[config.mk]
export PLATFORM = sky130hd
export DESIGN_NAME = srw_supervisor
export DESIGN_NICKNAME = d
export VERILOG_FILES = /design/src/rtl/srw_pkg.sv /design/src/rtl/srw_sync_if.sv /design/src/rtl/srw_sync.sv /design/src/rtl/srw_supervisor.sv
export SDC_FILE = /design/constraint.sdc
export NUM_CORES = 1
export LEC_CHECK = 0
export ABC_AREA = 1
export BUFFER_PORTS_ARGS = -buffer_cell sky130_fd_sc_hd__buf_2
export CAP_MARGIN = 20
export CORE_ASPECT_RATIO = 0.75
export CORE_MARGIN = 1
export CORE_UTILIZATION = 40
export CTS_CLUSTER_DIAMETER = 100
export DETAILED_ROUTE_END_ITERATION = 8
export GPL_TIMING_DRIVEN = 0
export PLACE_DENSITY = 0.54
export SYNTH_ARGS = -nofsm -noshare
export SYNTH_HDL_FRONTEND = slang
export SYNTH_SLANG_ARGS = --single-unit
[constraint.sdc]
create_clock -name clk -period 1.65 [get_ports clk]
set_input_delay 0.33 -clock clk [delete_from_list [all_inputs] [get_ports clk]]
set_output_delay 0.33 -clock clk [all_outputs]
set_load 0.01 [all_outputs]
[src/rtl/srw_pkg.sv]
// Purpose: Shared constants for the supervisory reset and watchdog block
// Assumes: 200 MHz internal clock
// Notes: Long counts are also top-level parameters so simulation can shorten them
package srw_pkg;
  localparam int CLK_HZ = 200000000;
  // Reset pulse period, in milliseconds
  localparam int RESET_PULSE_MS = 200;
  localparam longint RESET_PULSE_CYC_L = (longint'(CLK_HZ) * RESET_PULSE_MS + 999) / 1000;
  localparam int RESET_PULSE_CYC = int'(RESET_PULSE_CYC_L);
  // Watchdog timeout, in tenths of a second (1.6 s)
  localparam int WD_TIMEOUT_DS = 16;
  localparam longint WD_TIMEOUT_CYC_L = (longint'(CLK_HZ) * WD_TIMEOUT_DS) / 10;
  localparam int WD_TIMEOUT_CYC = int'(WD_TIMEOUT_CYC_L);
  // Debounce settle time for the manual reset input, in microseconds
  localparam int DEBOUNCE_US = 1000;
  localparam longint DEBOUNCE_CYC_L = (longint'(CLK_HZ) * DEBOUNCE_US) / 1000000;
  localparam int DEBOUNCE_CYC = int'(DEBOUNCE_CYC_L);
  localparam int CNT_W = 32;
  localparam int SYNC_STAGES = 2;
  // Kick pin decode
  typedef enum logic [2:0] {
    SRW_KICK_LOW = 3'h1,
    SRW_KICK_HIGH = 3'h2,
    SRW_KICK_FLOAT = 3'h4
  } srw_kick_t;
endpackage : srw_pkg

[src/rtl/srw_sync_if.sv]
// Purpose: Carries the synchronised inputs from the sync stage to the core
// Assumes: Single clock domain
// Notes: One producer, one consumer
`timescale 1ns/1ps
interface srw_sync_if;
  logic supply_low;
  logic fail_low;
  logic manual_n;
  logic kick_drv;
  logic kick_lvl;
  modport src (output supply_low, output fail_low, output manual_n, output kick_drv, output kick_lvl);
  modport dst (input supply_low, input fail_low, input manual_n, input kick_drv, input kick_lvl);
endinterface : srw_sync_if

[src/rtl/srw_sync.sv]
// Purpose: Two-flop synchroniser for one input bit
// Assumes: Input asynchronous to clk
// Notes: Only the second flop is visible outside
`timescale 1ns/1ps
module srw_sync #(
  parameter logic RST_VAL = 1'b0
) (
  // Clock and reset
  input wire logic clk,
  input wire logic rstn,
  // Data
  input wire logic d,
  output logic q
);
  logic meta;
  always_ff @(posedge clk or negedge rstn) begin
    if (!rstn) begin
      meta <= RST_VAL;
      q <= RST_VAL;
    end else begin
      meta <= d;
      q <= meta;
    end
  end
endmodule : srw_sync

[src/rtl/srw_supervisor.sv]
// Purpose: Supervisory reset generator with watchdog and power-fail warning
// Assumes: Analog comparators outside; their results arrive as logic levels
// Notes: Kick pin arrives as drive-enable plus level, undriven means floating
//
// Overview of operation
// - Low manual reset input starts a system reset.
// - Manual reset input is debounced internally against switch bounce.
// - Undriven manual reset input reads high, requesting no reset.
// - Warning output low while power-fail sense is below reference.
// - Kick input decodes as high, low or floating.
// - Timeout output low once kick stays at one level past timeout.
// - Any kick edge, rising or falling, clears the watchdog counter.
// - Watchdog counter held cleared while system reset asserted.
// - Floating kick disables timeout; output low only for supply-low.
// - System reset held while supply-low indication is true.
// - Reset stretched for the pulse period after the last cause clears.
// - Watchdog timeout never asserts system reset by itself.
// - Timeout output stays low until a kick edge, a floating kick or reset clears it.
// - Timeout output forced low during any supply-low condition.
// - Timeout output returns high immediately when supply-low clears.
// - Active-high reset output is always the complement of active-low.
// - Watchdog timeout nominally 1.6 s; host must kick at least that often.
`timescale 1ns/1ps
module srw_supervisor
  import srw_pkg::*;
#(
  parameter int RESET_CYC = RESET_PULSE_CYC,
  parameter int WD_CYC = WD_TIMEOUT_CYC,
  parameter int DEB_CYC = DEBOUNCE_CYC
) (
  // Clock and reset
  input wire logic clk,
  input wire logic rstn,
  // Analog comparator results
  input wire logic supply_low,
  input wire logic fail_sense_in,
  // Manual reset pin, as level plus drive indication from the pad
  input wire logic manual_reset_request_n,
  input wire logic manual_reset_driven,
  // Watchdog kick pin, level plus drive indication
  input wire logic watchdog_kick,
  input wire logic watchdog_kick_driven,
  // Outputs to the host
  output logic system_reset_n,
  output logic system_reset,
  output logic fail_warning_n,
  output logic watchdog_expired_n
);

  ////////////////////////////////////////////////////////////////////////////
  // Input conditioning

  srw_sync_if sif ();
  logic raw_manual_n;
  logic raw_kick_lvl;

  // Floating manual pin reads as pulled high; floating kick level reads low
  assign raw_manual_n = manual_reset_driven ? manual_reset_request_n : 1'b1;
  assign raw_kick_lvl = watchdog_kick_driven & watchdog_kick;

  // Supply-low resets high so the block powers up in reset
  srw_sync #(.RST_VAL(1'b1)) u_sync_vlow (.clk(clk), .rstn(rstn), .d(supply_low), .q(sif.supply_low));
  srw_sync #(.RST_VAL(1'b0)) u_sync_fail (.clk(clk), .rstn(rstn), .d(~fail_sense_in), .q(sif.fail_low));
  srw_sync #(.RST_VAL(1'b1)) u_sync_manual (.clk(clk), .rstn(rstn), .d(raw_manual_n), .q(sif.manual_n));
  srw_sync #(.RST_VAL(1'b0)) u_sync_kdrv (.clk(clk), .rstn(rstn), .d(watchdog_kick_driven), .q(sif.kick_drv));
  srw_sync #(.RST_VAL(1'b0)) u_sync_klvl (.clk(clk), .rstn(rstn), .d(raw_kick_lvl), .q(sif.kick_lvl));

  ////////////////////////////////////////////////////////////////////////////
  // Manual reset debounce

  // A low level asserts at once; release needs a stable high for DEB_CYC.
  // Trades a little release latency for immunity to contact bounce.
  logic manual_active;
  logic [CNT_W-1:0] deb_cnt;
  logic [CNT_W-1:0] next_deb_cnt;
  logic deb_done;

  assign deb_done = (deb_cnt >= CNT_W'(DEB_CYC));
  assign next_deb_cnt = !sif.manual_n ? '0 : (deb_done ? deb_cnt : deb_cnt + 1'b1);

  always_ff @(posedge clk or negedge rstn) begin
    if (!rstn) begin
      deb_cnt <= '0;
      manual_active <= 1'b0;
    end else begin
      deb_cnt <= next_deb_cnt;
      manual_active <= !sif.manual_n ? 1'b1 : (deb_done ? 1'b0 : manual_active);
    end
  end

  ////////////////////////////////////////////////////////////////////////////
  // Reset sequencer

  typedef enum logic [2:0] {
    SRW_ST_HOLD = 3'h1,
    SRW_ST_STRETCH = 3'h2,
    SRW_ST_RUN = 3'h4
  } srw_rst_st_t;

  srw_rst_st_t rst_st;
  srw_rst_st_t next_rst_st;
  logic [CNT_W-1:0] pulse_cnt;
  logic cause;
  logic pulse_done;
  logic next_in_reset;

  // Watchdog state never enters here
  assign cause = sif.supply_low | manual_active;
  assign pulse_done = (pulse_cnt >= CNT_W'(RESET_CYC - 1));

  always_comb begin
    next_rst_st = rst_st;
    case (rst_st)
      SRW_ST_HOLD: begin
        if (!cause) begin
          next_rst_st = SRW_ST_STRETCH;
        end
      end
      SRW_ST_STRETCH: begin
        if (cause) begin
          next_rst_st = SRW_ST_HOLD;
        end else if (pulse_done) begin
          next_rst_st = SRW_ST_RUN;
        end
      end
      SRW_ST_RUN: begin
        if (cause) begin
          next_rst_st = SRW_ST_HOLD;
        end
      end
      default: begin
        next_rst_st = SRW_ST_HOLD;
      end
    endcase
  end

  assign next_in_reset = (next_rst_st != SRW_ST_RUN);

  always_ff @(posedge clk or negedge rstn) begin
    if (!rstn) begin
      rst_st <= SRW_ST_HOLD;
      pulse_cnt <= '0;
    end else begin
      rst_st <= next_rst_st;
      pulse_cnt <= (rst_st == SRW_ST_STRETCH && !cause) ? pulse_cnt + 1'b1 : '0;
    end
  end

  // Both polarities come from one state so they can never disagree
  always_ff @(posedge clk or negedge rstn) begin
    if (!rstn) begin
      system_reset_n <= 1'b0;
      system_reset <= 1'b1;
    end else begin
      system_reset_n <= !next_in_reset;
      system_reset <= next_in_reset;
    end
  end

  ////////////////////////////////////////////////////////////////////////////
  // Power-fail warning

  always_ff @(posedge clk or negedge rstn) begin
    if (!rstn) begin
      fail_warning_n <= 1'b1;
    end else begin
      fail_warning_n <= !sif.fail_low;
    end
  end

  ////////////////////////////////////////////////////////////////////////////
  // Watchdog

  srw_kick_t kick_st;
  srw_kick_t prev_kick;
  logic kick_edge;
  logic wd_en;
  logic [CNT_W-1:0] wd_cnt;
  logic wd_hit;
  logic wd_expired;

  assign kick_st = !sif.kick_drv ? SRW_KICK_FLOAT : (sif.kick_lvl ? SRW_KICK_HIGH : SRW_KICK_LOW);
  // Any change between driven levels counts, in either direction
  assign kick_edge = (kick_st != prev_kick) && (kick_st != SRW_KICK_FLOAT)
    && (prev_kick != SRW_KICK_FLOAT);
  assign wd_en = (kick_st != SRW_KICK_FLOAT);
  assign wd_hit = (wd_cnt >= CNT_W'(WD_CYC));

  always_ff @(posedge clk or negedge rstn) begin
    if (!rstn) begin
      prev_kick <= SRW_KICK_FLOAT;
    end else begin
      prev_kick <= kick_st;
    end
  end

  // Limitation: a float-to-driven change restarts the count, it is not an edge
  always_ff @(posedge clk or negedge rstn) begin
    if (!rstn) begin
      wd_cnt <= '0;
      wd_expired <= 1'b0;
    end else if (!system_reset_n || kick_edge || !wd_en) begin
      wd_cnt <= '0;
      wd_expired <= 1'b0;
    end else begin
      wd_cnt <= wd_hit ? wd_cnt : wd_cnt + 1'b1;
      wd_expired <= wd_expired | wd_hit;
    end
  end

  always_ff @(posedge clk or negedge rstn) begin
    if (!rstn) begin
      watchdog_expired_n <= 1'b0;
    end else begin
      watchdog_expired_n <= !(sif.supply_low || wd_expired);
    end
  end

  ////////////////////////////////////////////////////////////////////////////
  // Assertions

  // Cycles since the last reset cause; saturates so it never wraps back into range
  logic [CNT_W-1:0] quiet_cnt;

  always_ff @(posedge clk or negedge rstn) begin
    if (!rstn) begin
      quiet_cnt <= '0;
    end else begin
      quiet_cnt <= cause ? '0 : (quiet_cnt[CNT_W-1] ? quiet_cnt : quiet_cnt + 1'b1);
    end
  end

  a_reset_complement: assert property (@(posedge clk) disable iff (!rstn)
    system_reset == !system_reset_n) else $error("reset outputs not complementary");

  a_supply_holds_reset: assert property (@(posedge clk) disable iff (!rstn)
    sif.supply_low |=> !system_reset_n) else $error("reset released during supply-low");

  a_manual_starts_reset: assert property (@(posedge clk) disable iff (!rstn)
    !sif.manual_n |-> ##2 !system_reset_n) else $error("manual reset did not assert reset");

  a_timeout_supply_low: assert property (@(posedge clk) disable iff (!rstn)
    sif.supply_low |=> !watchdog_expired_n) else $error("timeout output high in supply-low");

  a_timeout_release: assert property (@(posedge clk) disable iff (!rstn)
    ($fell(sif.supply_low) && !wd_expired) |=> watchdog_expired_n)
    else $error("timeout output slow to release");

  a_warning_follows: assert property (@(posedge clk) disable iff (!rstn)
    sif.fail_low |=> !fail_warning_n) else $error("warning not low on power-fail");

  a_wd_held_reset: assert property (@(posedge clk) disable iff (!rstn)
    !system_reset_n |=> (wd_cnt == '0)) else $error("watchdog counting during reset");

  a_kick_clears: assert property (@(posedge clk) disable iff (!rstn)
    kick_edge |=> (wd_cnt == '0) && !wd_expired) else $error("kick edge did not clear watchdog");

  // The flag needs one cycle of float to clear, so the first float cycle is exempt
  a_float_disables: assert property (@(posedge clk) disable iff (!rstn)
    (!sif.kick_drv && !$past(sif.kick_drv) && !sif.supply_low) |=> watchdog_expired_n)
    else $error("timeout while kick floats");

  a_expired_sticks: assert property (@(posedge clk) disable iff (!rstn)
    (wd_expired && system_reset_n && !kick_edge && wd_en) |=> wd_expired)
    else $error("timeout cleared without a kick");

  a_wd_no_reset: assert property (@(posedge clk) disable iff (!rstn)
    (rst_st == SRW_ST_RUN && !cause) |=> system_reset_n) else $error("reset without a cause");

  a_stretch_len: assert property (@(posedge clk) disable iff (!rstn)
    (rst_st == SRW_ST_STRETCH && pulse_cnt == '0 && !cause) |-> ##1 !system_reset_n)
    else $error("reset released before pulse period");

  a_stretch_min: assert property (@(posedge clk) disable iff (!rstn)
    (!cause && quiet_cnt < CNT_W'(RESET_CYC)) |=> !system_reset_n)
    else $error("reset released before pulse period ended");

  a_stretch_max: assert property (@(posedge clk) disable iff (!rstn)
    (!cause && quiet_cnt == CNT_W'(RESET_CYC)) |=> system_reset_n)
    else $error("reset held past pulse period");

  a_timeout_sets: assert property (@(posedge clk) disable iff (!rstn)
    (wd_hit && system_reset_n && wd_en && !kick_edge) |=> wd_expired)
    else $error("watchdog count reached without timeout");

  a_expired_drives: assert property (@(posedge clk) disable iff (!rstn)
    wd_expired |=> !watchdog_expired_n) else $error("timeout output high after timeout");

  a_timeout_no_reset: assert property (@(posedge clk) disable iff (!rstn)
    (wd_expired && system_reset_n && !cause) |=> system_reset_n)
    else $error("watchdog timeout asserted reset");

  a_deb_holds: assert property (@(posedge clk) disable iff (!rstn)
    (manual_active && sif.manual_n && !deb_done) |=> manual_active)
    else $error("manual reset released before debounce");

  a_deb_release: assert property (@(posedge clk) disable iff (!rstn)
    (manual_active && sif.manual_n && deb_done) |=> !manual_active)
    else $error("manual reset not released after debounce");

  a_warning_release: assert property (@(posedge clk) disable iff (!rstn)
    !sif.fail_low |=> fail_warning_n) else $error("warning low without power-fail");

  a_kick_onehot: assert property (@(posedge clk) disable iff (!rstn)
    $onehot(kick_st)) else $error("kick decode not one of three states");

  a_timeout_idle_high: assert property (@(posedge clk) disable iff (!rstn)
    (!sif.supply_low && !wd_expired) |=> watchdog_expired_n)
    else $error("timeout output low without a cause");

  a_float_no_edge: assert property (@(posedge clk) disable iff (!rstn)
    !sif.kick_drv |-> !kick_edge) else $error("kick edge seen while floating");

endmodule : srw_supervisor

==> flow_summary.yaml <==
logic_synthesis:
  yosysUniqueCellTypes: 34
  synth_nets: 932
  syn_avg_cell_area_um2: 7.17
  yosysSeqAreaShare_pct: 45.0
  yosysWarningCount: 0
  netlist_area_um2: 6590
  synthCells: 919
  ys_ff_latch: 118
  synth_top_cell_by_area: "dfrtp_1"
  synth.area.top_cells: "dfrtp_1, nand2_1, nor2_1, nand3_1, inv_1"
  synth_top_area_share_pct: 41.8
clock_network:
  cts_buffers: 17
  cts_tree: "built"
  cts_sinks: 118
  cts_buffer_depth: 2
  clk_latency_ns: 0.42
  cts_root_buf: "clkbuf_16"
  cts.clk_slew.worst_paths_ns: 0.06
  h-tree-depth: 4
critical_path:
  path_class: "flop to flop"
  critPathBufInv: 1
  critPathLaunch: "pulse_cnt[0]$_DFF_PN0_"
  arrival_ns: 1.85
  crit_cells: 8
  r2r_cells: 8
  reg2reg_from: "pulse_cnt[0]$_DFF_PN0_"
  cp_slowest_stage_delay_ns: 0.38
  critPathTopFamily: "simple AND/OR/NAND/NOR gates"
  critPathCaptureType: "flop"
  worst_setup_path_start_kind: "flop"
  worst_ep_required_time_ns: 1.93
  crit_top_cell: "nand2_1"
  cp_max_fo: 3
  worstPathCellList: "ha_2 > nand2_1 > nor2_4 > inv_1 > nor2_2 > nand2_1 > xor2_1 > nor2_1"
  slowest_stage: "dfrtp_1"
detailed_routing:
  routed_wirelength_um: 16300
  ant_nets: 0
  first_iter_violations: 358
  vias_per_cell: 4.85
  via_count: 5858
  drc: 0
  wl_per_cell_um: 13.5
  drt_first_pass_iters: 5
hold_path:
  worstHoldStart: "manual_reset_driven"
  hold_class: "input pin to flop"
  min_path_cells: 2
grt:
  grt_use_total_pct: 20.3
  grt_pass1_vias: 5266
  overflow: 0
  grt_pass1_wl_um: 26700
  antenna_found_initial: 0
  grt_max_degree: 61
outcome:
  status: "finished, final reports clean"
floorplan:
  pin_count: 12
  die_x_um: 150
  core_um2: 16100
  rows: 40
  fp.dieArea_um2: 17000
  die_h_um: 113
  start_util_pct: 41.0
cells_and_area:
  synthToLayoutAreaGrowth_pct: 22.6
  num-nets-final: 998
  multi_input_area_um2: 3360
  nFillCells: 1616
  regArea_um2: 2990
  finalNonFillerCells: 1208
  drive_above_1_share_pct: 19.3
  utilization_pct: 50.3
  diodes: 0
  finalInstanceArea_um2: 8080
power:
  switchingPower_uw: 1620
  combPwrFrac_pct: 3.4
  switching_share_pct: 23.8
  vdd_ir_drop_max_mv: 0.528
  p_leak_uw: 0.00368
  seq_power_share_pct: 44.3
  power_density_nw_per_um2: 845
  clockPowerShare_pct: 52.3
  p_int_uw: 5200
sta:
  finalClockSkew_ns: 0.0101
  fin_crit_sh_pct: 94.8
  fmax_mhz: 639
  rsz0062_at_grt: "yes"
  slew_headroom_pct: 62.1
  fin_crit_ns: 1.56
  finalHoldViolCount: 0
  worst_pin_slew_ns: 0.568
  setup_viol: 0
  slew_viol_final: 0
  whs_ns: 0.0368
place:
  dp_cells: 1141
  place_congestion: 0.887
  io_buffers: 11
  place_area_um2: 6940
  dp_hpwl_um: 11600
flow_run:
  cap_violations: 0
Yosys cell counts:
library cell	number
nand4_1	23
o21bai_1	2
clkbuf_2	1
buf_2	5
nand3_2	1
or2_1	1
o21ai_0	13
a21oi_1	11
dfrtp_1	110
nand3_1	82
xnor2_1	11
nand3b_1	5
and3_1	1
nor2_1	178
ha_1	5
o21ai_1	4
inv_2	2
nand2_1	296
dfstp_2	8
nor2_2	2
a31o_2	1
o31ai_1	1
nor3b_1	1
a31oi_1	1
or2_2	3
buf_4	2
a21oi_4	1
nor3_1	14
o21ai_2	2
nor2_4	4
inv_1	90
buf_6	6
xor2_1	26
clkbuf_1	6
path summary, 6_finish.rpt:
check                                                to  slack, ns
setup / recovery                pulse_cnt[28]$_DFF_PN0_       0.09
hold / removal             u_sync_manual.meta$_DFF_PN1_       0.04
setup reg to reg                pulse_cnt[28]$_DFF_PN0_       0.09
hold reg to reg                 u_sync_vlow.q$_DFF_PN1_       0.35
max in group asynchronous    u_sync_vlow.meta$_DFF_PN1_       0.46
min in group asynchronous       u_sync_fail.q$_DFF_PN0_       0.46
power by group through the flow:
stage                     clock network [uW]  logic, uW  registers [uW]
after floorplan                            0        110            3050
after global placement                     0        204            3060
after detailed placement                   0        214            3060
after CTS                               3650        230            3010
after global routing                    3790        274            3030
final                                   3570        235            3020
worst register-to-register path: cells and delay by family (launching register included):
kind | cells | cell delay (ns)
buffers and inverters | 1 | 0.12
XOR/XNOR | 1 | 0.16
AND/OR/NAND/NOR | 5 | 0.57
adder cells (fa/ha/maj) | 1 | 0.21
flip-flops | 1 | 0.38
registers in the layout (all words and copies together), names as in the netlist, 3 cells and up:
| register | count |
|---|---|
| pulse_cnt | 32 |
| deb_cnt | 32 |
| prev_kick | 3 |
| rst_st | 3 |
| wd_cnt | 32 |
placed cells by master, fill, tap and decap left out, drive strengths merged:
cell / count
a31o: 1
a31oi: 1
or2: 4
dlygate4sd3: 2
bufinv: 1
nand3: 83
o21bai: 2
buf: 56
nand2: 296
dfrtp: 110
xor2: 26
nand4: 23
clkinv: 6
o31ai: 1
ha: 5
dfstp: 8
nand3b: 5
nor2: 184
nor3b: 1
xnor2: 11
inv: 94
clkbuf: 28
nor3: 14
a21oi: 12
clkinvlp: 4
and3: 1
o21ai: 19
routing by layer:
metal,vias up,track usage [%],routed length [um]
met1,2685,32.2,8850
met3,15,3.51,862
li1,3017,-,-
met4,0,6.73,180
met5,-,0,0
met2,141,27.2,6420
kinds of logic (layout without fill, tap and decap cells):
| kind of cell | Yosys count | count (layout) | synth area share, % |
|---|---|---|---|
| AND/OR/NAND/NOR | 611 | 611 | 38.7 |
| flip-flops | 118 | 118 | 45.0 |
| buffers and inverters | 112 | 191 | 7.29 |
| XOR/XNOR | 37 | 37 | 4.92 |
| AO/OA/AOI/OAI | 36 | 36 | 3.21 |
| adder cells (fa/ha/maj) | 5 | 5 | 0.949 |
through the flow:
stage | setup WS [ns] | setup TNS [ns] | power (uW)
global placement | -1.33 | -152.69 | 3270
global route | -0.0589 | -0.209 | 7100
detailed placement | -0.294 | -2.30 | 3280
floorplan | 0.132 | 0 | 3160
finish | 0.0855 | 0 | 6820
CTS | -0.0216 | -0.0216 | 6900
cell type report:
cell class / instances / share of cell area [%]
multi-input cells: 689 / 41.6
clock inverters: 13 / 1.52
well taps: 210 / 3.25
repair buffers: 48 / 4.88
inverters: 92 / 4.28
clock buffers: 19 / 5.61
plain buffers: 19 / 1.81
flip-flops and latches: 118 / 37.0
repair_timing:
| item | CTS | global route |
|---|---|---|
| resized for setup | 20 | 77 |
| hold buffers | 2 | 0 |
| endpoints found under the setup margin | 36 | 71 |
| hold endpoints to repair | 56 | 0 |
| setup buffers | 0 | 32 |
| cloned | 0 | 2 |
| pin swaps | 0 | 16 |
(Power assumes the default switching activity.)
